`src/design/ofr_pkg.sv`:
```
package ofr_pkg;

  // ----------------------------------------------------------------
  // Frame geometry and patterns
  // ----------------------------------------------------------------
  localparam int FRAME_BITS = 256;
  localparam int FRAME_RATE_HZ = 8000;
  localparam int OH_BITS = 8;
  localparam int MF_FRAMES = 16;
  localparam int SMF_FRAMES = 8;
  localparam int SMF_BITS = FRAME_BITS * SMF_FRAMES;
  localparam logic [6:0] FAS_PATTERN = 7'h1b;
  localparam logic [5:0] MFAS_PATTERN = 6'h0b;
  localparam logic [3:0] CRC4_POLY = 4'h3;

  // ----------------------------------------------------------------
  // Register map, byte addresses
  // ----------------------------------------------------------------
  localparam int ADDR_W = 6;
  localparam logic [5:0] REG_CTRL = 6'h00;
  localparam logic [5:0] REG_STAT = 6'h04;
  localparam logic [5:0] REG_IRQ = 6'h08;
  localparam logic [5:0] REG_MASK = 6'h0c;
  localparam logic [5:0] REG_RXOH = 6'h10;
  localparam logic [5:0] REG_ERRCNT = 6'h14;

  // ----------------------------------------------------------------
  // Field positions
  // ----------------------------------------------------------------
  localparam int CTL_CRC_EN = 0;
  localparam int CTL_CRC_AUTO = 1;
  localparam int CTL_ALARM = 2;
  localparam int CTL_ALARM_AUTO = 3;
  localparam int CTL_SI = 4;
  localparam int CTL_SPARE = 8;
  localparam int CTL_SSM_SEL = 16;
  localparam int CTL_SSM = 20;
  localparam int ST_FRAME_LOCK = 0;
  localparam int ST_MF_LOCK = 1;
  localparam int ST_CRC_ON = 2;
  localparam int ST_FALLBACK = 3;
  localparam int RXOH_SPARE = 0;
  localparam int RXOH_ALARM = 8;
  localparam int IRQ_LOCK_LOST = 0;
  localparam int IRQ_LOCK_GAIN = 1;
  localparam int IRQ_SMF_ERR = 2;
  localparam int IRQ_MF_GAIN = 3;
  localparam int IRQ_W = 4;

  // ----------------------------------------------------------------
  // Reset values and counts
  // ----------------------------------------------------------------
  localparam logic [31:0] CTRL_RST = 32'h0000_1f18;
  localparam logic [IRQ_W-1:0] MASK_RST = 4'h0;
  localparam int FA_LOSS_ERRS = 3;
  localparam int AUTO_SEARCH_FRAMES = 800;

  typedef struct packed {
    logic crc_en;
    logic crc_auto;
    logic alarm;
    logic alarm_auto;
    logic si;
    logic [4:0] spare;
    logic [2:0] ssm_sel;
    logic [3:0] sync_status_message;
  } ofr_cfg_t;

  typedef enum logic [1:0] {
    RX_HUNT = 2'b01,
    RX_LOCK = 2'b10
  } ofr_rx_st_t;

endpackage

```
`src/design/ofr_crc.sv`:
```
`timescale 1ns/100ps
module ofr_crc import ofr_pkg::*; #(
  parameter int W = 4,
  parameter logic [W-1:0] POLY = CRC4_POLY
) (
  input wire logic ref_clk,
  input wire logic rst_n,
  input wire logic en,
  input wire logic clr,
  input wire logic din,
  output logic [W-1:0] rem_nxt
);
  logic [W-1:0] rem_r;
  logic fb;

  if (W < 2) begin : g_bad_w
    $error("ofr_crc: W must be at least 2");
  end

  // Divide by POLY after shifting the message up by W bits
  assign fb = din ^ rem_r[W-1];
  assign rem_nxt = {rem_r[W-2:0], 1'b0} ^ (fb ? POLY : '0);

  always_ff @(posedge ref_clk or negedge rst_n) begin
    if (!rst_n) begin
      rem_r <= '0;
    end else if (clr) begin
      rem_r <= '0;
    end else if (en) begin
      rem_r <= rem_nxt;
    end
  end
endmodule

```
`src/design/ofr_framer.sv`:
```
`timescale 1ns/100ps
// Contract
// - A frame has 256 bit positions and frames repeat 8000 times a second.
// - Frames alternate, alignment frames carry 0011011 in bits 2 to 8.
// - Bit 2 of every non-alignment frame is sent as 1.
// - Bit 3 of non-alignment frames is 0 normally and 1 in alarm.
// - Bit 1 is the international bit, held at its set value (1) if unused.
// - Unused spare bits 4 to 8 of non-alignment frames are sent as 1.
// - A modified spare_link_bit is covered by the check bits sent.
// - Any one spare bit may carry the sync_status_message.
// - With CRC-4 on, bit 1 carries the CRC-4 procedure.
// - A manual setting turns CRC-4 off and returns bit 1 to its fixed 1.
// - Optionally CRC-4 use is chosen by a multiframe alignment search.
// - CRC-4 multiframes are 16 frames of two 2048-bit sub-multiframes.
// - Non-alignment bit 1 carries 001011 then two error indication bits.
// - Error bits are 0 until aligned, then one 0 per errored block.
module ofr_framer import ofr_pkg::*; #(
  parameter int AUTO_FRAMES = AUTO_SEARCH_FRAMES,
  parameter int FA_ERRS = FA_LOSS_ERRS
) (
  input wire logic ref_clk,
  input wire logic rst_n,
  input wire logic [ADDR_W-1:0] avs_address,
  input wire logic avs_read,
  input wire logic avs_write,
  input wire logic [31:0] avs_writedata,
  output logic [31:0] avs_readdata,
  output logic avs_waitrequest,
  input wire logic line_clk,
  input wire logic line_rx,
  output logic line_tx,
  input wire logic pay_tx_bit,
  output logic pay_tx_take,
  output logic pay_rx_bit,
  output logic pay_rx_valid,
  output logic irq
);
  if (AUTO_FRAMES < 1 || AUTO_FRAMES > 65535 || FA_ERRS < 1 ||
      FA_ERRS > 7) begin : g_bad_par
    $error("ofr_framer: parameter out of range");
  end

  // ----------------------------------------------------------------
  // Line pin synchronisers and edge find
  // ----------------------------------------------------------------
  logic [1:0] sync_r [2];
  logic lc_d_r;
  logic lc_rise;
  logic rx_s;

  for (genvar i = 0; i < 2; i++) begin : g_sync
    always_ff @(posedge ref_clk or negedge rst_n) begin
      if (!rst_n) begin
        sync_r[i] <= 2'h0;
      end else begin
        sync_r[i] <= {sync_r[i][0], (i == 0) ? line_clk : line_rx};
      end
    end
  end

  always_ff @(posedge ref_clk or negedge rst_n) begin
    if (!rst_n) begin
      lc_d_r <= 1'b0;
    end else begin
      lc_d_r <= sync_r[0][1];
    end
  end

  assign lc_rise = sync_r[0][1] & ~lc_d_r;
  assign rx_s = sync_r[1][1];

  // ----------------------------------------------------------------
  // Register bus
  // ----------------------------------------------------------------
  logic waitreq_r;
  logic [31:0] rdata_r;
  logic [31:0] rdata_nxt;
  logic wr_go;
  ofr_cfg_t cfg_r;
  ofr_cfg_t cfg_f_r;
  logic [IRQ_W-1:0] irq_st_r;
  logic [IRQ_W-1:0] irq_mask_r;
  logic [IRQ_W-1:0] irq_ev;
  logic irq_r;
  logic [15:0] err_cnt_r;
  logic fallback_r;
  logic crc_on;
  ofr_rx_st_t rx_st_r;
  logic mf_lock_r;
  logic [4:0] rx_spare_r;
  logic rx_alarm_r;

  // One wait cycle, then the answer stands for the edge it is taken on
  always_ff @(posedge ref_clk or negedge rst_n) begin
    if (!rst_n) begin
      waitreq_r <= 1'b1;
      rdata_r <= 32'h0;
    end else if ((avs_read | avs_write) & waitreq_r) begin
      waitreq_r <= 1'b0;
      rdata_r <= avs_read ? rdata_nxt : 32'h0;
    end else begin
      waitreq_r <= 1'b1;
    end
  end

  assign wr_go = avs_write & ~waitreq_r;

  always_comb begin
    rdata_nxt = 32'h0;
    unique case (avs_address)
      REG_CTRL: begin
        rdata_nxt[CTL_CRC_EN] = cfg_r.crc_en;
        rdata_nxt[CTL_CRC_AUTO] = cfg_r.crc_auto;
        rdata_nxt[CTL_ALARM] = cfg_r.alarm;
        rdata_nxt[CTL_ALARM_AUTO] = cfg_r.alarm_auto;
        rdata_nxt[CTL_SI] = cfg_r.si;
        rdata_nxt[CTL_SPARE +: 5] = cfg_r.spare;
        rdata_nxt[CTL_SSM_SEL +: 3] = cfg_r.ssm_sel;
        rdata_nxt[CTL_SSM +: 4] = cfg_r.sync_status_message;
      end
      REG_STAT: begin
        rdata_nxt[ST_FRAME_LOCK] = (rx_st_r == RX_LOCK);
        rdata_nxt[ST_MF_LOCK] = mf_lock_r;
        rdata_nxt[ST_CRC_ON] = crc_on;
        rdata_nxt[ST_FALLBACK] = fallback_r;
      end
      REG_IRQ: rdata_nxt[IRQ_W-1:0] = irq_st_r;
      REG_MASK: rdata_nxt[IRQ_W-1:0] = irq_mask_r;
      REG_RXOH: begin
        rdata_nxt[RXOH_SPARE +: 5] = rx_spare_r;
        rdata_nxt[RXOH_ALARM] = rx_alarm_r;
      end
      REG_ERRCNT: rdata_nxt[15:0] = err_cnt_r;
      default: rdata_nxt = 32'h0;
    endcase
  end

  always_ff @(posedge ref_clk or negedge rst_n) begin
    if (!rst_n) begin
      cfg_r <= '{CTRL_RST[CTL_CRC_EN], CTRL_RST[CTL_CRC_AUTO],
                 CTRL_RST[CTL_ALARM], CTRL_RST[CTL_ALARM_AUTO],
                 CTRL_RST[CTL_SI], CTRL_RST[CTL_SPARE +: 5],
                 CTRL_RST[CTL_SSM_SEL +: 3], CTRL_RST[CTL_SSM +: 4]};
      irq_mask_r <= MASK_RST;
    end else if (wr_go) begin
      if (avs_address == REG_CTRL) begin
        cfg_r <= '{avs_writedata[CTL_CRC_EN], avs_writedata[CTL_CRC_AUTO],
                   avs_writedata[CTL_ALARM], avs_writedata[CTL_ALARM_AUTO],
                   avs_writedata[CTL_SI], avs_writedata[CTL_SPARE +: 5],
                   avs_writedata[CTL_SSM_SEL +: 3],
                   avs_writedata[CTL_SSM +: 4]};
      end
      if (avs_address == REG_MASK) begin
        irq_mask_r <= avs_writedata[IRQ_W-1:0];
      end
    end
  end

  // Sticky events; a new event beats a same-cycle write of one
  always_ff @(posedge ref_clk or negedge rst_n) begin
    if (!rst_n) begin
      irq_st_r <= '0;
      irq_r <= 1'b0;
    end else begin
      irq_st_r <= (irq_st_r & ~((wr_go && avs_address == REG_IRQ) ?
                   avs_writedata[IRQ_W-1:0] : '0)) | irq_ev;
      irq_r <= |(irq_st_r & irq_mask_r);
    end
  end

  // ----------------------------------------------------------------
  // Transmit overhead
  // ----------------------------------------------------------------
  logic [7:0] tx_pos_r;
  logic [3:0] tx_frame_r;
  logic [3:0] tx_hold_r;
  logic [3:0] tx_rem_nxt;
  logic [1:0] e_pend_r;
  logic tx_r;
  logic take_r;
  logic tx_val;
  logic tx_crcin;
  logic tx_smf_end;
  logic e_use;
  logic e_dec;
  logic e_inc;
  logic alarm;
  logic [2:0] sp_idx;

  assign crc_on = cfg_f_r.crc_en & ~(cfg_f_r.crc_auto & fallback_r);
  assign alarm = cfg_f_r.alarm | (cfg_f_r.alarm_auto & (rx_st_r != RX_LOCK));
  assign e_use = (rx_st_r == RX_LOCK) & mf_lock_r;
  assign sp_idx = tx_pos_r[2:0] - 3'h3;
  assign tx_smf_end = (tx_pos_r == 8'hff) & (tx_frame_r[2:0] == 3'h7);

  always_comb begin
    tx_val = pay_tx_bit;
    tx_crcin = pay_tx_bit;
    e_dec = 1'b0;
    if (tx_pos_r < 8'(OH_BITS)) begin
      if (!tx_frame_r[0]) begin
        if (tx_pos_r == 8'h0) begin
          // C bits go out as the previous block's remainder
          tx_val = crc_on ? tx_hold_r[~tx_frame_r[2:1]] : cfg_f_r.si;
          tx_crcin = crc_on ? 1'b0 : cfg_f_r.si;
        end else begin
          tx_val = FAS_PATTERN[3'h7 - tx_pos_r[2:0]];
          tx_crcin = tx_val;
        end
      end else begin
        unique case (tx_pos_r[2:0])
          3'h0: begin
            if (!crc_on) begin
              tx_val = cfg_f_r.si;
            end else if (tx_frame_r[3:1] < 3'h6) begin
              tx_val = MFAS_PATTERN[3'h5 - tx_frame_r[3:1]];
            end else begin
              tx_val = e_use & (e_pend_r == 2'h0);
              e_dec = e_use & (e_pend_r != 2'h0);
            end
          end
          3'h1: tx_val = 1'b1;
          3'h2: tx_val = alarm;
          default: begin
            tx_val = cfg_f_r.spare[sp_idx];
            if (cfg_f_r.ssm_sel == sp_idx + 3'h1) begin
              tx_val = cfg_f_r.sync_status_message[~tx_frame_r[2:1]];
            end
          end
        endcase
        tx_crcin = tx_val;
      end
    end
  end

  // Check bits see the bits as sent, so local spare_link_bit edits are
  // covered end to end
  ofr_crc #(.W(4), .POLY(CRC4_POLY)) u_tx_crc (
    .ref_clk(ref_clk),
    .rst_n(rst_n),
    .en(lc_rise),
    .clr(lc_rise & tx_smf_end),
    .din(tx_crcin),
    .rem_nxt(tx_rem_nxt)
  );

  always_ff @(posedge ref_clk or negedge rst_n) begin
    if (!rst_n) begin
      tx_pos_r <= 8'h0;
      tx_frame_r <= 4'h0;
      tx_hold_r <= 4'h0;
      tx_r <= 1'b1;
      take_r <= 1'b0;
      cfg_f_r <= '{CTRL_RST[CTL_CRC_EN], CTRL_RST[CTL_CRC_AUTO],
                   CTRL_RST[CTL_ALARM], CTRL_RST[CTL_ALARM_AUTO],
                   CTRL_RST[CTL_SI], CTRL_RST[CTL_SPARE +: 5],
                   CTRL_RST[CTL_SSM_SEL +: 3], CTRL_RST[CTL_SSM +: 4]};
    end else begin
      take_r <= lc_rise & (tx_pos_r >= 8'(OH_BITS));
      if (lc_rise) begin
        tx_r <= tx_val;
        tx_pos_r <= tx_pos_r + 8'h1;
        if (tx_pos_r == 8'hff) begin
          tx_frame_r <= tx_frame_r + 4'h1;
          cfg_f_r <= cfg_r;
        end
        if (tx_smf_end) begin
          tx_hold_r <= tx_rem_nxt;
        end
      end
    end
  end

  // ----------------------------------------------------------------
  // Receive alignment and check
  // ----------------------------------------------------------------
  logic [6:0] rx_sh_r;
  logic [6:0] rx_win;
  logic [7:0] rx_pos_r;
  logic [3:0] rx_frame_r;
  logic [2:0] fa_err_r;
  logic [5:0] mf_sh_r;
  logic [3:0] rx_c_r;
  logic [3:0] rx_calc_r;
  logic [3:0] rx_rem_nxt;
  logic calc_ok_r;
  logic smf_seen_r;
  logic [15:0] auto_cnt_r;
  logic pay_bit_r;
  logic pay_vld_r;
  logic rx_smf_end;
  logic rx_step;
  logic fa_bad;
  logic lock_gain;
  logic lock_lost;
  logic mf_gain;
  logic smf_err;

  assign rx_win = {rx_sh_r[5:0], rx_s};
  assign rx_step = lc_rise & (rx_st_r == RX_LOCK);
  assign rx_smf_end = (rx_pos_r == 8'hff) & (rx_frame_r[2:0] == 3'h7);
  assign fa_bad = rx_frame_r[0] ? (rx_pos_r == 8'h1) & ~rx_s
                                : (rx_pos_r == 8'h7) & (rx_win != FAS_PATTERN);
  assign lock_gain = lc_rise & (rx_st_r == RX_HUNT) & (rx_win == FAS_PATTERN);
  assign lock_lost = rx_step & fa_bad & (fa_err_r == 3'(FA_ERRS - 1));
  assign mf_gain = rx_step & rx_frame_r[0] & (rx_pos_r == 8'h0) & ~mf_lock_r &
                   (cfg_f_r.crc_en | cfg_f_r.crc_auto) &
                   ({mf_sh_r[4:0], rx_s} == MFAS_PATTERN);
  assign smf_err = rx_step & rx_smf_end & calc_ok_r & (rx_c_r != rx_calc_r);
  assign irq_ev = {mf_gain, smf_err, lock_gain, lock_lost};

  ofr_crc #(.W(4), .POLY(CRC4_POLY)) u_rx_crc (
    .ref_clk(ref_clk),
    .rst_n(rst_n),
    .en(rx_step),
    .clr(~mf_lock_r | (rx_step & rx_smf_end)),
    .din(rx_s & ~(~rx_frame_r[0] & (rx_pos_r == 8'h0))),
    .rem_nxt(rx_rem_nxt)
  );

  always_ff @(posedge ref_clk or negedge rst_n) begin
    if (!rst_n) begin
      rx_sh_r <= 7'h0;
    end else if (lc_rise) begin
      rx_sh_r <= rx_win;
    end
  end

  always_ff @(posedge ref_clk or negedge rst_n) begin
    if (!rst_n) begin
      rx_st_r <= RX_HUNT;
      rx_pos_r <= 8'h0;
      rx_frame_r <= 4'h0;
      fa_err_r <= 3'h0;
      mf_sh_r <= 6'h0;
      mf_lock_r <= 1'b0;
    end else if (lc_rise) begin
      unique case (rx_st_r)
        RX_HUNT: begin
          if (lock_gain) begin
            rx_st_r <= RX_LOCK;
            rx_pos_r <= 8'(OH_BITS);
            rx_frame_r <= 4'h0;
            fa_err_r <= 3'h0;
          end
        end
        RX_LOCK: begin
          rx_pos_r <= rx_pos_r + 8'h1;
          if (rx_pos_r == 8'hff) begin
            rx_frame_r <= rx_frame_r + 4'h1;
          end
          if (fa_bad) begin
            fa_err_r <= fa_err_r + 3'h1;
          end else if (~rx_frame_r[0] & (rx_pos_r == 8'h7)) begin
            fa_err_r <= 3'h0;
          end
          if (rx_frame_r[0] & (rx_pos_r == 8'h0)) begin
            mf_sh_r <= {mf_sh_r[4:0], rx_s};
          end
          if (mf_gain) begin
            mf_lock_r <= 1'b1;
            rx_frame_r <= 4'hb;
          end
          if (lock_lost) begin
            rx_st_r <= RX_HUNT;
            mf_lock_r <= 1'b0;
          end
        end
      endcase
    end
  end

  // Block checks start at the end of the second full block after multiframe lock
  always_ff @(posedge ref_clk or negedge rst_n) begin
    if (!rst_n) begin
      rx_c_r <= 4'h0;
      rx_calc_r <= 4'h0;
      calc_ok_r <= 1'b0;
      smf_seen_r <= 1'b0;
      err_cnt_r <= 16'h0;
      rx_spare_r <= 5'h1f;
      rx_alarm_r <= 1'b0;
      pay_bit_r <= 1'b0;
      pay_vld_r <= 1'b0;
    end else begin
      pay_vld_r <= rx_step & (rx_pos_r >= 8'(OH_BITS));
      if (~mf_lock_r) begin
        calc_ok_r <= 1'b0;
        smf_seen_r <= 1'b0;
      end
      if (rx_step) begin
        pay_bit_r <= rx_s;
        if (~rx_frame_r[0] & (rx_pos_r == 8'h0)) begin
          rx_c_r <= {rx_c_r[2:0], rx_s};
        end
        if (rx_frame_r[0] & (rx_pos_r == 8'h2)) begin
          rx_alarm_r <= rx_s;
        end
        if (rx_frame_r[0] & (rx_pos_r > 8'h2) & (rx_pos_r < 8'(OH_BITS))) begin
          rx_spare_r[rx_pos_r[2:0] - 3'h3] <= rx_s;
        end
        if (rx_smf_end & mf_lock_r) begin
          rx_calc_r <= rx_rem_nxt;
          smf_seen_r <= 1'b1;
          calc_ok_r <= smf_seen_r;
        end
        if (smf_err && err_cnt_r != 16'hffff) begin
          err_cnt_r <= err_cnt_r + 16'h1;
        end
      end
    end
  end

  // Errored blocks owed to the far end, spent one per E bit
  assign e_inc = smf_err & e_use;
  always_ff @(posedge ref_clk or negedge rst_n) begin
    if (!rst_n) begin
      e_pend_r <= 2'h0;
    end else if (~e_use) begin
      e_pend_r <= 2'h0;
    end else begin
      if (e_inc & ~(lc_rise & e_dec) & (e_pend_r != 2'h3)) begin
        e_pend_r <= e_pend_r + 2'h1;
      end else if (~e_inc & lc_rise & e_dec) begin
        e_pend_r <= e_pend_r - 2'h1;
      end
    end
  end

  // Automatic choice: no multiframe found in time means a plain far end
  always_ff @(posedge ref_clk or negedge rst_n) begin
    if (!rst_n) begin
      auto_cnt_r <= 16'h0;
      fallback_r <= 1'b0;
    end else if (~cfg_f_r.crc_auto | (rx_st_r != RX_LOCK) | mf_lock_r) begin
      auto_cnt_r <= 16'h0;
      fallback_r <= fallback_r & cfg_f_r.crc_auto & ~mf_lock_r;
    end else if (rx_step & (rx_pos_r == 8'hff) & ~fallback_r) begin
      auto_cnt_r <= auto_cnt_r + 16'h1;
      if (auto_cnt_r == 16'(AUTO_FRAMES - 1)) begin
        fallback_r <= 1'b1;
      end
    end
  end

  assign avs_readdata = rdata_r;
  assign avs_waitrequest = waitreq_r;
  assign line_tx = tx_r;
  assign pay_tx_take = take_r;
  assign pay_rx_bit = pay_bit_r;
  assign pay_rx_valid = pay_vld_r;
  assign irq = irq_r;
endmodule

```
`config.mk`:
```
export PLATFORM = sky130hd
export DESIGN_NAME = ofr_framer
export DESIGN_NICKNAME = d
export VERILOG_FILES = /design/src/design/ofr_pkg.sv /design/src/design/ofr_crc.sv /design/src/design/ofr_framer.sv
export SDC_FILE = /design/constraint.sdc
export NUM_CORES = 1
export LEC_CHECK = 0
export BUFFER_PORTS_ARGS = -buffer_cell sky130_fd_sc_hd__buf_2
export CORE_AREA = 2 2 129 131
export CTS_CLUSTER_SIZE = 14
export DETAILED_ROUTE_END_ITERATION = 8
export DIE_AREA = 0 0 131 133
export PLACE_DENSITY = 0.76
export SLEW_MARGIN = 20
export SYNTH_ARGS = -nofsm -noshare
export SYNTH_HDL_FRONTEND = slang
export SYNTH_SLANG_ARGS = --single-unit
```
`constraint.sdc`:
```
create_clock -name ref_clk -period 2.3 [get_ports ref_clk]
set_input_delay 0.46 -clock ref_clk [delete_from_list [all_inputs] [get_ports ref_clk]]
set_output_delay 0.46 -clock ref_clk [all_outputs]
set_load 0.005 [all_outputs]
```
=== Word level (Yosys, flattened, before mapping) ===
Memory sizes are Yosys's and may differ from the RTL's.
Index checks and enable logic that the tools add are counted.

* Register bits after elaboration: 189
* ROM bits: 16
* Input port bits: 45
* Output and inout bits: 38
* Logic and storage cells: 287
* Memories: 2

{| class="wikitable"
|+ Memory list
! memory !! words !! bits a word !! read ports !! clocked after memory_dff !! write ports !! line !! source
|-
| (no name shown) || 8 || 1 || 1 || 0 || 0 || ofr_framer.sv:216 || <nowiki>tx_val = MFAS_PATTERN[3'h5 - tx_frame_r[3:1]];</nowiki>
|-
| (no name shown) || 8 || 1 || 1 || 0 || 0 || ofr_framer.sv:207 || <nowiki>tx_val = FAS_PATTERN[3'h7 - tx_pos_r[2:0]];</nowiki>
|}

* Add/subtract/negate cells: 14
* Order comparisons: 12
* Equal/unequal tests: 31
* Multiplexer cells: 75
* Bitwise logic cells: 72
* Reductions and logical operators: 31

{| class="wikitable"
|+ Operators by type and width
! operator !! number
|-
| AND 1 bit || 46
|-
| 2-to-1 mux 4 bit || 9
|-
| 2-to-1 mux 1 bit || 35
|-
| adder 16 x 1 -> 16 bit, second input constant || 2
|-
| 2-to-1 mux 16 bit || 2
|-
| 2-to-1 mux 24 bit || 1
|-
| case mux 4 bit (6 select lines) || 1
|-
| AND reduction 2 bit || 11
|-
| == test 6 x 4 -> 1 bit, second input constant || 3
|-
| 2-to-1 mux 3 bit || 6
|-
| adder 8 x 1 -> 8 bit, second input constant || 2
|-
| == test 16 x 10 -> 1 bit, second input constant || 1
|-
| == test 8 bit, second input constant || 2
|-
| greater-or-equal comparator 8 x 4 -> 1 bit, second input constant || 2
|-
| zero test 8 bit || 2
|-
| < comparator 3 x 4 -> 1 bit, second input constant || 4
|-
| < comparator 8 x 4 -> 1 bit, second input constant || 2
|-
| inequality test 16 bit, second input constant || 1
|-
| case mux 4 bit (2 select lines) || 2
|-
| case mux 8 bit (2 select lines) || 1
|-
| AND reduction 3 bit || 5
|-
| 2-to-1 mux 2 bit || 7
|-
| == test 6 x 5 -> 1 bit, second input constant || 2
|-
| nonzero test 2 bit || 6
|-
| 47 further kinds || 80
|}

=== Longest topological paths before layout ===
Gate-level depths: netlist of the first run.

* Depth after elaboration: 14
* Gate-level depth with buffers: 9
* Mapped depth without buffers: 9

=== Cells and area by module ===
A second synthesis of the first run with hierarchy kept.

* Cells, all modules: 737
* Area, all modules: 8,552.0 um2

{| class="wikitable"
|+ By module, submodules not included
! module !! instances !! cells an instance !! area an instance (um2) !! seq. area each (um2)
|-
| ofr_framer || 1 || 701 || 8,119.0 || 4,306.6
|-
| ofr_crc || 2 || 18 || 216.5 || 100.1
|}

=== Least setup slack after synthesis of the first run ===
Ideal clock, no wire load.

* Path type: register to register
* Start: reg tx_pos_r[0]
* End: reg tx_hold_r[1]
* Library setup time: 0.069 ns
* Data arrival time: 2.381 ns
* Slack: -0.150 ns
* Cell stages (with the launch flop): 10
* Path buffers: 0
* Path through: dfrtp_1 > inv_1 > ha_1 > xor2_1 > mux2i_1 > nand2_1 > a311oi_4 > o311ai_2 > or4_1 > nand3_1

* Word-level cells in the longest chain between the ends: 10

{| class="wikitable"
|+ Ends and longest elaborated chain
! item !! line !! source
|-
| start, declared || ofr_framer.sv:174 || <nowiki>logic [7:0] tx_pos_r;</nowiki>
|-
| start signal, assigned || ofr_framer.sv:262 || <nowiki>tx_pos_r <= tx_pos_r + 8'h1;</nowiki>
|-
| subtractor 3 x 2 -> 3 bit (*) || ofr_framer.sv:193 || <nowiki>assign sp_idx = tx_pos_r[2:0] - 3'h3;</nowiki>
|-
| via sp_idx[0] || ofr_framer.sv:188 || <nowiki>logic [2:0] sp_idx;</nowiki>
|-
| adder 3 x 1 -> 3 bit or binary-select mux 1 bit (select 3 bit) (tied branches) || ofr_framer.sv:226, ofr_framer.sv:225 ||
|-
| == test 3 bit or 2-to-1 mux 1 bit (tied branches) || ofr_framer.sv:226, ofr_framer.sv:225 ||
|-
| 2-to-1 mux 1 bit (*) || ofr_framer.sv:226 || <nowiki>if (cfg_f_r.ssm_sel == sp_idx + 3'h1) begin</nowiki>
|-
| case mux 1 bit (3 select lines) (*) || ofr_framer.sv:211 || <nowiki>unique case (tx_pos_r[2:0])</nowiki>
|-
| 2-to-1 mux 1 bit (*) || ofr_framer.sv:201 || <nowiki>if (!tx_frame_r[0]) begin</nowiki>
|-
| 2-to-1 mux 1 bit (*) || ofr_framer.sv:200 || <nowiki>if (tx_pos_r < 8'(OH_BITS)) begin</nowiki>
|-
| XOR 1 bit (*) || ofr_crc.sv:21 || <nowiki>assign fb = din ^ rem_r[W-1];</nowiki>
|-
| 2-to-1 mux 2 bit (*) || ofr_crc.sv:22 || <nowiki>assign rem_nxt = {rem_r[W-2:0], 1'b0} ^ (fb ? POLY : '0);</nowiki>
|-
| XOR 4 bit (*) || ofr_crc.sv:22 ||
|-
| end signal, assigned || ofr_framer.sv:268 || <nowiki>tx_hold_r <= tx_rem_nxt;</nowiki>
|-
| end, declared || ofr_framer.sv:176 || <nowiki>logic [3:0] tx_hold_r;</nowiki>
|}

The timed path passes the listed nets; every way through them passes the cells marked *. The select of a mux whose other input is x is not followed.
A chain may end at the register's enable or synchronous reset.

=== Final worst setup path of the first run ===
Ends and elaborated chain as after synthesis.

==> flow_summary.toml, run 1 <==
[sta]
hold_ws_ps = 130
worst_pin_slew_ps = 487
timing.fmax_ghz = 0.409
final.setup_skew_ps = 9.89
fin_ws_ps = -142
slew_headroom = 0.672
period_minus_slack_ps = 2440
final.setup.tns_ps = -469
hold_viol_final = 0
period_share = 1.06
finalSetupViolCount = 4
rsz0062_at_grt = "yes"
final-max-slew-violation-count = 0

[die]
initial_utilization = 0.529
core_um2 = 16200
die-area_um2 = 17400
row_count = 47
die_y_um = 133
die_x_um = 131
io_pins = 83

[finish]
final_cell_mix = "156 x dfrtp_1, 97 x nand2_1, 74 x buf_4, 62 x mux2_2, 57 x buf_2"
drive_above_1_share = 0.322
post-route-util = 0.639
num_antenna_cells = 0
layout_commonest_cell = "dfrtp_1"
seq_area_um2 = 4510
fin_area_um2 = 10300
fillCellCount = 1221
nNetsFinal = 964
stdcell_count = 1134
area_growth_pct = 20.8
multiInputGateArea_um2 = 3950

[worst_setup_path]
cp_max_fo = 4
crit_path_start_kind = "flip-flop"
cp.required_ps = 2670
critPathArrivalTime_ps = 2810
path_class = "reg -> reg"
cp-end-kind = "flip-flop"
reg2reg_depth = 10

[power_and_ir_drop]
p_leak_nw = 4.89
total_power_mw = 8.42
power_density_nw_per_um2 = 815
max-vdd-ir-drop_uv = 610

[clocking]
cts_made_buffers = 17
path_clk_slew_ps = 70
insertion_delay_ps = 430
clockBufferDepth = 2
htreeDepth = 4
cts_tree = "yes"
ctsRootBufferMaster = "clkbuf_16"
clock-sinks = 179

[logic_synthesis]
synthTopCellsByArea = "dfrtp_1 46%, mux2_2 8.2%, dfstp_2 6.8%"
synth.avg_cell_area_um2 = 11.0
asyncSetResetFlopFracSynth = 1.00
yosys_warnings = 0
synth_edf_count = 0
synth_seq_cells = 179
synth_cell_types = 74
synth_top_area_frac = 0.460
syn_area_um2 = 8550
yosys.area.top_type = "dfrtp_1"
synth-seq-area-share = 0.527
synth_ff_type = "dfrtp_1"
syn_inst = 774

[drt]
vias_per_cell = 5.55
wire_per_inst_um = 16.4
antenna_left = 0
drt_first_pass_iters = 5
drc = 0
wirelength_um = 18500
routed-via-count = 6289
drt_first_iter_violations = 321

[placed_design]
dp_slack_ps = -124
placed_area_um2 = 9510
routabilityCongestion = 0.850
place_inst = 1088
dp_hpwl_um = 12700
portBuffers = 58

[grt]
grt_max_degree = 49
grt_overflow_total = 0
grt_pass1_wl_um = 31100
grt_pass1_vias = 6355
antenna_found_initial = 0
track_usage = 0.227

[run_status]
violations = "negative setup slack"
status = "finished, violations left"

[job]
cap_violations = 0

[hold_path]
min_path_cells = 1
hold_class = "in -> reg"
[sequential cells by signal, summed over array words and instances, names as in the netlist, 5 cells and up]
signal and flops:
mf_sh_r 5, cfg_r 17, err_cnt_r 16, rx_pos_r 8, rx_sh_r 6, tx_pos_r 8, avs_readdata 23, cfg_f_r 17
rx_spare_r 5, auto_cnt_r 16
[cells by family after synthesis]
logic type,after synthesis,synth area share
buffers and inverters,56,0.0309
AND/OR/NAND/NOR,270,0.161
other,1,0.000439
flip-flops,179,0.527
adder cells (fa/ha/maj),18,0.0263
AO/OA/AOI/OAI,134,0.109
multiplexers,70,0.0951
XOR/XNOR,46,0.0493
[final timing paths]
| kind | from | endpoint | slack (ps) |
|---|---|---|---|
| max reg2reg | tx_pos_r[0] | tx_hold_r[1] | -140 |
| min in group asynchronous | rst_n | rx_pos_r[3] | 560 |
| min reg2reg | sync_r[0] | rx_s | 350 |
| max | tx_pos_r[0] | tx_hold_r[1] | -140 |
| max in group asynchronous | rst_n | cfg_r[8] | 1000 |
| min | line_rx | sync_r[0] | 130 |
[per-layer routing]
metal | wire length (µm) | track usage
met2 | 9230 | 0.361
met1 | 8150 | 0.311
met5 | 0 | 0
met3 | 770 | 0.0437
met4 | 396 | 0.0839
[what timing repair did]
item | in CTS | in global routing
buffers inserted | 7 | 6
resized for setup | 3 | 26
setup endpoints to repair | 4 | 15
hold endpoints to repair | 42 | 0
pin swaps | 4 | 17
hold buffers | 1 | 0
[Yosys cell counts, types with 5 or more instances]
library cell	count
nand4_1	10
ha_1	18
xnor2_1	29
a221oi_1	5
inv_1	19
dfrtp_1	157
clkbuf_1	20
mux2_2	62
o21ai_1	6
and3_1	10
nand2b_1	5
nand3_1	25
o21ai_0	33
a22oi_1	6
dfstp_2	22
nor2b_1	7
and4_1	6
a22o_1	17
mux2_1	5
and2_1	7
or4_1	5
nand2_1	98
a21o_1	6
xor2_1	16
nor2_1	52
a21oi_1	25
nor3_1	8
buf_4	11
[critical path, stage by stage, from the launching register on]
cell      delay, ps
dfrtp_2         440
inv_4            70
ha_4            310
mux2_4          300
nand3_1          90
o311a_1         210
a311oi_4        120
buf_4           160
and4_4          190
or4_4           410
nand3_2          80
[layout make-up]
type                       instances  area share
sequential                       179       0.436
clock inverter                    14      0.0148
inverter                          19     0.00715
tap                              220      0.0267
timing repair buffer             137      0.0904
multi-input combinational        547       0.382
clock buffer                      18      0.0425
[where the power goes]
part | switching, mW | total [mW] | internal [mW]
Clock | 1.28 | 2.92 | 1.64
Sequential | 0.210 | 3.58 | 3.37
Combinational | 0.920 | 1.92 | 1.00
Power figures use the tool's default switching activity.
==> run 2, diff against run 1 <==
--- a/config.mk
+++ b/config.mk
@@ -5,12 +5,13 @@
 export SDC_FILE = /design/constraint.sdc
 export NUM_CORES = 1
 export LEC_CHECK = 0
-export BUFFER_PORTS_ARGS = -buffer_cell sky130_fd_sc_hd__buf_2
-export CORE_AREA = 2 2 129 131
+export CORE_AREA = 2 2 126 128
+export CTS_CLUSTER_DIAMETER = 100
 export CTS_CLUSTER_SIZE = 14
 export DETAILED_ROUTE_END_ITERATION = 8
-export DIE_AREA = 0 0 131 133
-export PLACE_DENSITY = 0.76
+export DIE_AREA = 0 0 128 130
+export DONT_BUFFER_PORTS = 1
+export PLACE_DENSITY = 0.74
 export SLEW_MARGIN = 20
 export SYNTH_ARGS = -nofsm -noshare
 export SYNTH_HDL_FRONTEND = slang
==> run 2 against run 1 <==
- the flow finishes with violations (negative hold slack, negative setup slack)
- fmax down 2.3%
- clock skew decreased by 1.4 ps
- sequential share of layout area increased by 2.0 points
- hold slack got worse by 410 ps
==> flow_summary.toml, run 2 (synthesized netlist as in run 1, its figures left out) <==
[run_status]
status = "finished, violations left"
violations = "negative hold slack, negative setup slack"

[power_and_ir_drop]
max-vdd-ir-drop_uv = 589
power_density_nw_per_um2 = 828
p_leak_nw = 4.54

[finish]
nNetsFinal = 895
largest_reg_flops = 23
layout_commonest_cell = "dfrtp_1"
final_cell_mix = "154 x dfrtp_1, 97 x nand2_1, 63 x buf_4, 62 x mux2_2, 52 x nor2_1"
area_growth_pct = 15.7
stdcell_count = 1037
drive_above_1_share = 0.271
num_antenna_cells = 0
fin_area_um2 = 9890
post-route-util = 0.641

[clocking]
ctsRootBufferMaster = "clkbuf_16"
path_clk_slew_ps = 70
insertion_delay_ps = 440
clockBufferDepth = 2
clock-sinks = 179
cts_made_buffers = 17
cts_tree = "yes"
htreeDepth = 4

[worst_setup_path]
crit_family = "simple AND/OR/NAND/NOR gates"
cp_cell_sequence = "inv_2 -> ha_4 -> xor2_2 -> mux2i_2 -> nand2_1 -> a311oi_4 -> o311ai_2 -> or4_1 -> nand3_1"
cp_slowest_cell = "or4_1"
cp.required_ps = 2670
critPathArrivalTime_ps = 2870
cp-end-kind = "flip-flop"
path_buf_inv = 1
crit_path_start_kind = "flip-flop"
path_class = "reg -> reg"
cp_max_fo = 4
slowest_delay_ps = 480

[placed_design]
place_inst = 992
routabilityCongestion = 0.898
placed_area_um2 = 9090
portBuffers = 0
dp_hpwl_um = 13000

[grt]
grt_max_degree = 180
antenna_found_initial = 0
grt_pass1_wl_um = 31500
track_usage = 0.240
grt_pass1_vias = 6352
grt_overflow_total = 0

[sta]
final-max-slew-violation-count = 0
slew_headroom = 0.606
final.setup_skew_ps = 8.51
period_share = 1.09
final.setup.tns_ps = -493
finalSetupViolCount = 4
timing.fmax_ghz = 0.400
rsz0062_at_grt = "yes"
fin_ws_ps = -201
hold_viol_final = 163
period_minus_slack_ps = 2500
worst_pin_slew_ps = 592
hold_ws_ps = -281

[die]
initial_utilization = 0.554
die-area_um2 = 16600
row_count = 46
core_um2 = 15400
die_y_um = 130
io_pins = 83
die_x_um = 128

[drt]
wirelength_um = 19100
antenna_left = 0
drt_first_pass_iters = 5
drc = 0
routed-via-count = 6152
wire_per_inst_um = 18.5
vias_per_cell = 5.93
drt_first_iter_violations = 418

[job]
cap_violations = 0

[hold_path]
hold_class = "in -> async"
[run 2: changes by cell type in the layout (fill, tap and decap cells not counted), sizes merged]
| cell | delta |
|---|---|
| inv | +6 |
| bufinv | -2 |
| clkinvlp | -1 |
| clkbuf | -1 |
| dlygate4sd3 | -1 |
| clkinv | -2 |
| buf | -68 |
[run 2: path summary, 6_finish.rpt]
path	cells after the start	slack (ps)	endpoint	startpoint
setup / recovery	9	-200	tx_hold_r[1]	tx_pos_r[0]
hold / removal	0	-280	rx_c_r[1]	rst_n
setup reg to reg	9	-200	tx_hold_r[1]	tx_pos_r[0]
hold reg to reg	0	360	sync_r[3]	sync_r[2]
max in group asynchronous	0	2190	cfg_f_r[12]	rst_n
min in group ref_clk	0	50	sync_r[0]	line_rx
[run 2: per-layer routing]
layer | global-route usage | vias up | wire length (µm)
li1 | - | 2851 | -
met1 | 0.293 | 3111 | 7750
met2 | 0.419 | 161 | 9980
met3 | 0.0611 | 29 | 1070
met4 | 0.0802 | 0 | 335
met5 | 0 | - | 0
[run 2: what timing repair did]
item,4_1_cts,5_1_grt
setup buffers,10,3
endpoints found under the hold margin,179,179
pin swaps,12,15
endpoints found under the setup margin,7,22
resized for setup,4,30
[run 2: worst reg2reg max path: stages, from the launching register on]
cell and delay [ps]:
dfrtp_2 410, inv_2 70, ha_4 300, xor2_2 200
mux2i_2 310, nand2_1 140, a311oi_4 290, o311ai_2 140
or4_1 480, nand3_1 90
[run 2: area by class of cell]
| class | instances | area (µm²) |
|---|---|---|
| Clock buffer | 17 | 425 |
| Sequential cell | 179 | 4510 |
| Tap cell | 192 | 240 |
| Timing Repair Buffer | 68 | 538 |
| Inverter | 19 | 71.3 |
| Multi-Input combinational cell | 547 | 3970 |
| Fill cell | 1129 | 5530 |
| Clock inverter | 15 | 138 |
[run 2: report_power, final]
group          internal (mW)  leakage, nW  switching [mW]
Combinational          0.917         1.92           0.872
Sequential              3.37         2.35           0.235
Clock                   1.44        0.275            1.37
[run 2: metrics by stage]
| stage | setup WS, ps | power [mW] |
|---|---|---|
| detailed placement | -277 | 5.04 |
| floorplan | -44.2 | 4.56 |
| finish | -201 | 8.19 |
| CTS | -171 | 7.99 |
| global route | -319 | 8.54 |
| global placement | -95.1 | 4.95 |
==> run 3, diff against run 2 <==
--- a/config.mk
+++ b/config.mk
@@ -5,13 +5,12 @@
 export SDC_FILE = /design/constraint.sdc
 export NUM_CORES = 1
 export LEC_CHECK = 0
-export CORE_AREA = 2 2 126 128
+export CORE_AREA = 2 2 141 143
 export CTS_CLUSTER_DIAMETER = 100
 export CTS_CLUSTER_SIZE = 14
 export DETAILED_ROUTE_END_ITERATION = 8
-export DIE_AREA = 0 0 128 130
+export DIE_AREA = 0 0 143 145
 export DONT_BUFFER_PORTS = 1
-export PLACE_DENSITY = 0.74
 export SLEW_MARGIN = 20
 export SYNTH_ARGS = -nofsm -noshare
 export SYNTH_HDL_FRONTEND = slang
==> run 3 against run 2 <==
- the run still ends with negative hold slack, negative setup slack left
- count of clock-buffer cells in the layout is 1 higher
- clock power rose by 8.2%
- register-to-register slack better by 50 ps
- wire length fell by 0.71%
- first-iteration DRC count is 25% lower
- hold slack worse by 1.7 ps
- critical path type unchanged
- setup slack improved by 55 ps
- flip-flop and latch count stayed put
- sequential power about the same
- fmax increased by 2.2%
- core utilization is 12 points lower
- largest cell class unchanged
- largest power group unchanged
- cell area rose by 2.0%
==> flow_summary.toml, run 3 (synthesized netlist as in run 1, its figures left out) <==
[sta]
hold_viol_final = 179
period_share = 1.06
final-max-slew-violation-count = 0
finalSetupViolCount = 4
final.setup_skew_ps = 11.7
timing.fmax_ghz = 0.409
hold_ws_ps = -283
fin_ws_ps = -146
slew_headroom = 0.662
rsz0062_at_grt = "yes"
period_minus_slack_ps = 2450
worst_pin_slew_ps = 502

[worst_setup_path]
rrSetupSlack_ps = -150
critPathArrivalTime_ps = 2820
cp_max_fo = 4
cp.required_ps = 2670
crit_path_start_kind = "flip-flop"
cp-end-kind = "flip-flop"
path_class = "reg -> reg"

[power_and_ir_drop]
max-vdd-ir-drop_uv = 541
clockPowerShare = 0.362
total_power_mw = 8.39
p_switching_mw = 2.34
pwr-share-comb = 0.211
p_seq_frac = 0.428
p_int_mw = 6.05
swShare = 0.279
power_density_nw_per_um2 = 832
p_leak_nw = 4.60

[clocking]
cts_tree = "yes"
clock-sinks = 179
path_clk_slew_ps = 70
clockBufferDepth = 2
cts_made_buffers = 17
ctsRootBufferMaster = "clkbuf_16"
htreeDepth = 4
insertion_delay_ps = 430

[hold_path]
hold_class = "in -> async"

[die]
core_um2 = 19200
die-area_um2 = 20700
die_y_um = 145
io_pins = 83
die_x_um = 143
initial_utilization = 0.445
row_count = 51

[drt]
drt_first_pass_iters = 5
routed-via-count = 6059
drc = 0
antenna_left = 0
vias_per_cell = 5.42
drt_first_iter_violations = 315
wirelength_um = 19000
wire_per_inst_um = 17.0

[finish]
post-route-util = 0.525
area_growth_pct = 18.0
layout_commonest_cell = "dfrtp_1"
final_cell_mix = "157 x dfrtp_1, 98 x nand2_1, 70 x buf_4, 62 x mux2_2, 49 x nor2_1"
nNetsFinal = 903
fillCellCount = 1677
drive_above_1_share = 0.275
largest_reg_flops = 23
num_antenna_cells = 0

[grt]
grt_pass1_wl_um = 32000
antenna_found_initial = 0
track_usage = 0.194
grt_overflow_total = 0
grt_max_degree = 180
grt_pass1_vias = 6310

[run_status]
violations = "negative hold slack, negative setup slack"
status = "finished, violations left"

[placed_design]
routabilityCongestion = 0.816
dp_slack_ps = -178
portBuffers = 0
dp_hpwl_um = 13200

[job]
cap_violations = 0
-- run 3: cell types whose count changed in the layout (fill, tap and decap cells not counted), sizes merged --
| cell | before | now |
|---|---|---|
| buf | 68 | 76 |
| inv | 29 | 24 |
| bufinv | 0 | 3 |
| clkbuf | 17 | 18 |
-- run 3: worst paths after layout --
check	startpoint	end	depth (start not counted)
worst max-delay path	tx_pos_r[1]	tx_hold_r[1]	10
worst min-delay path	rst_n	rx_calc_r[3]	0
worst max register to register	tx_pos_r[1]	tx_hold_r[1]	10
worst min register to register	sync_r[2]	sync_r[3]	0
max in group asynchronous	rst_n	cfg_r[10]	0
min in group ref_clk	line_rx	sync_r[0]	0
-- run 3: power by group through the flow --
stage | logic, mW | registers [mW] | clock network [mW]
3_5_place_dp | 1.42 | 3.64 | 0
5_1_grt | 1.92 | 3.62 | 3.23
3_3_place_gp | 1.37 | 3.63 | 0
4_1_cts | 1.65 | 3.58 | 3.08
2_1_floorplan | 0.979 | 3.58 | 0
6_report | 1.77 | 3.59 | 3.03
-- run 3: worst max-delay path, cell delays in order, from the launching register on --
cell and delay (ps):
dfrtp_1 400, inv_2 80, ha_4 290, buf_6 110
mux2_1 310, nand3_1 90, o311a_1 200, a311oi_4 120
and4_4 220, or4_1 470, nand3_1 90
-- run 3: final cells by class --
cell class | count | area, µm² | area share
flip-flops and latches | 179 | 4510 | 0.447
multi-input cells | 547 | 3970 | 0.393
repair buffers | 76 | 602 | 0.0596
clock buffers | 18 | 439 | 0.0435
well taps | 265 | 332 | 0.0329
clock inverters | 13 | 174 | 0.0172
inverters | 19 | 71.3 | 0.00707
-- run 3: metal layers --
layer | track usage | share of wire | vias up
met5 | 0 | 0 | -
met4 | 0.0589 | 0.017 | 0
met3 | 0.0485 | 0.046 | 25
met2 | 0.323 | 0.50 | 108
met1 | 0.249 | 0.43 | 3050
li1 | - | - | 2876
-- run 3: per-stage QoR --
stage	TNS, ps	std cells	cell area, µm²
final	-371	1117	10100
after floorplan	-44.2	782	8590
after global routing	-847	1117	10100
after detailed placement	-432	1070	9210
after CTS	-243	1112	9990
after global placement	-176	1070	9210
-- run 3: repair_timing --
action | in CTS | in global routing
pin swaps | 20 | 9
setup buffers | 11 | 5
cloned | 0 | 0
endpoints found under the setup margin | 11 | 22
endpoints found under the hold margin | 179 | 179
resized for setup | 19 | 13
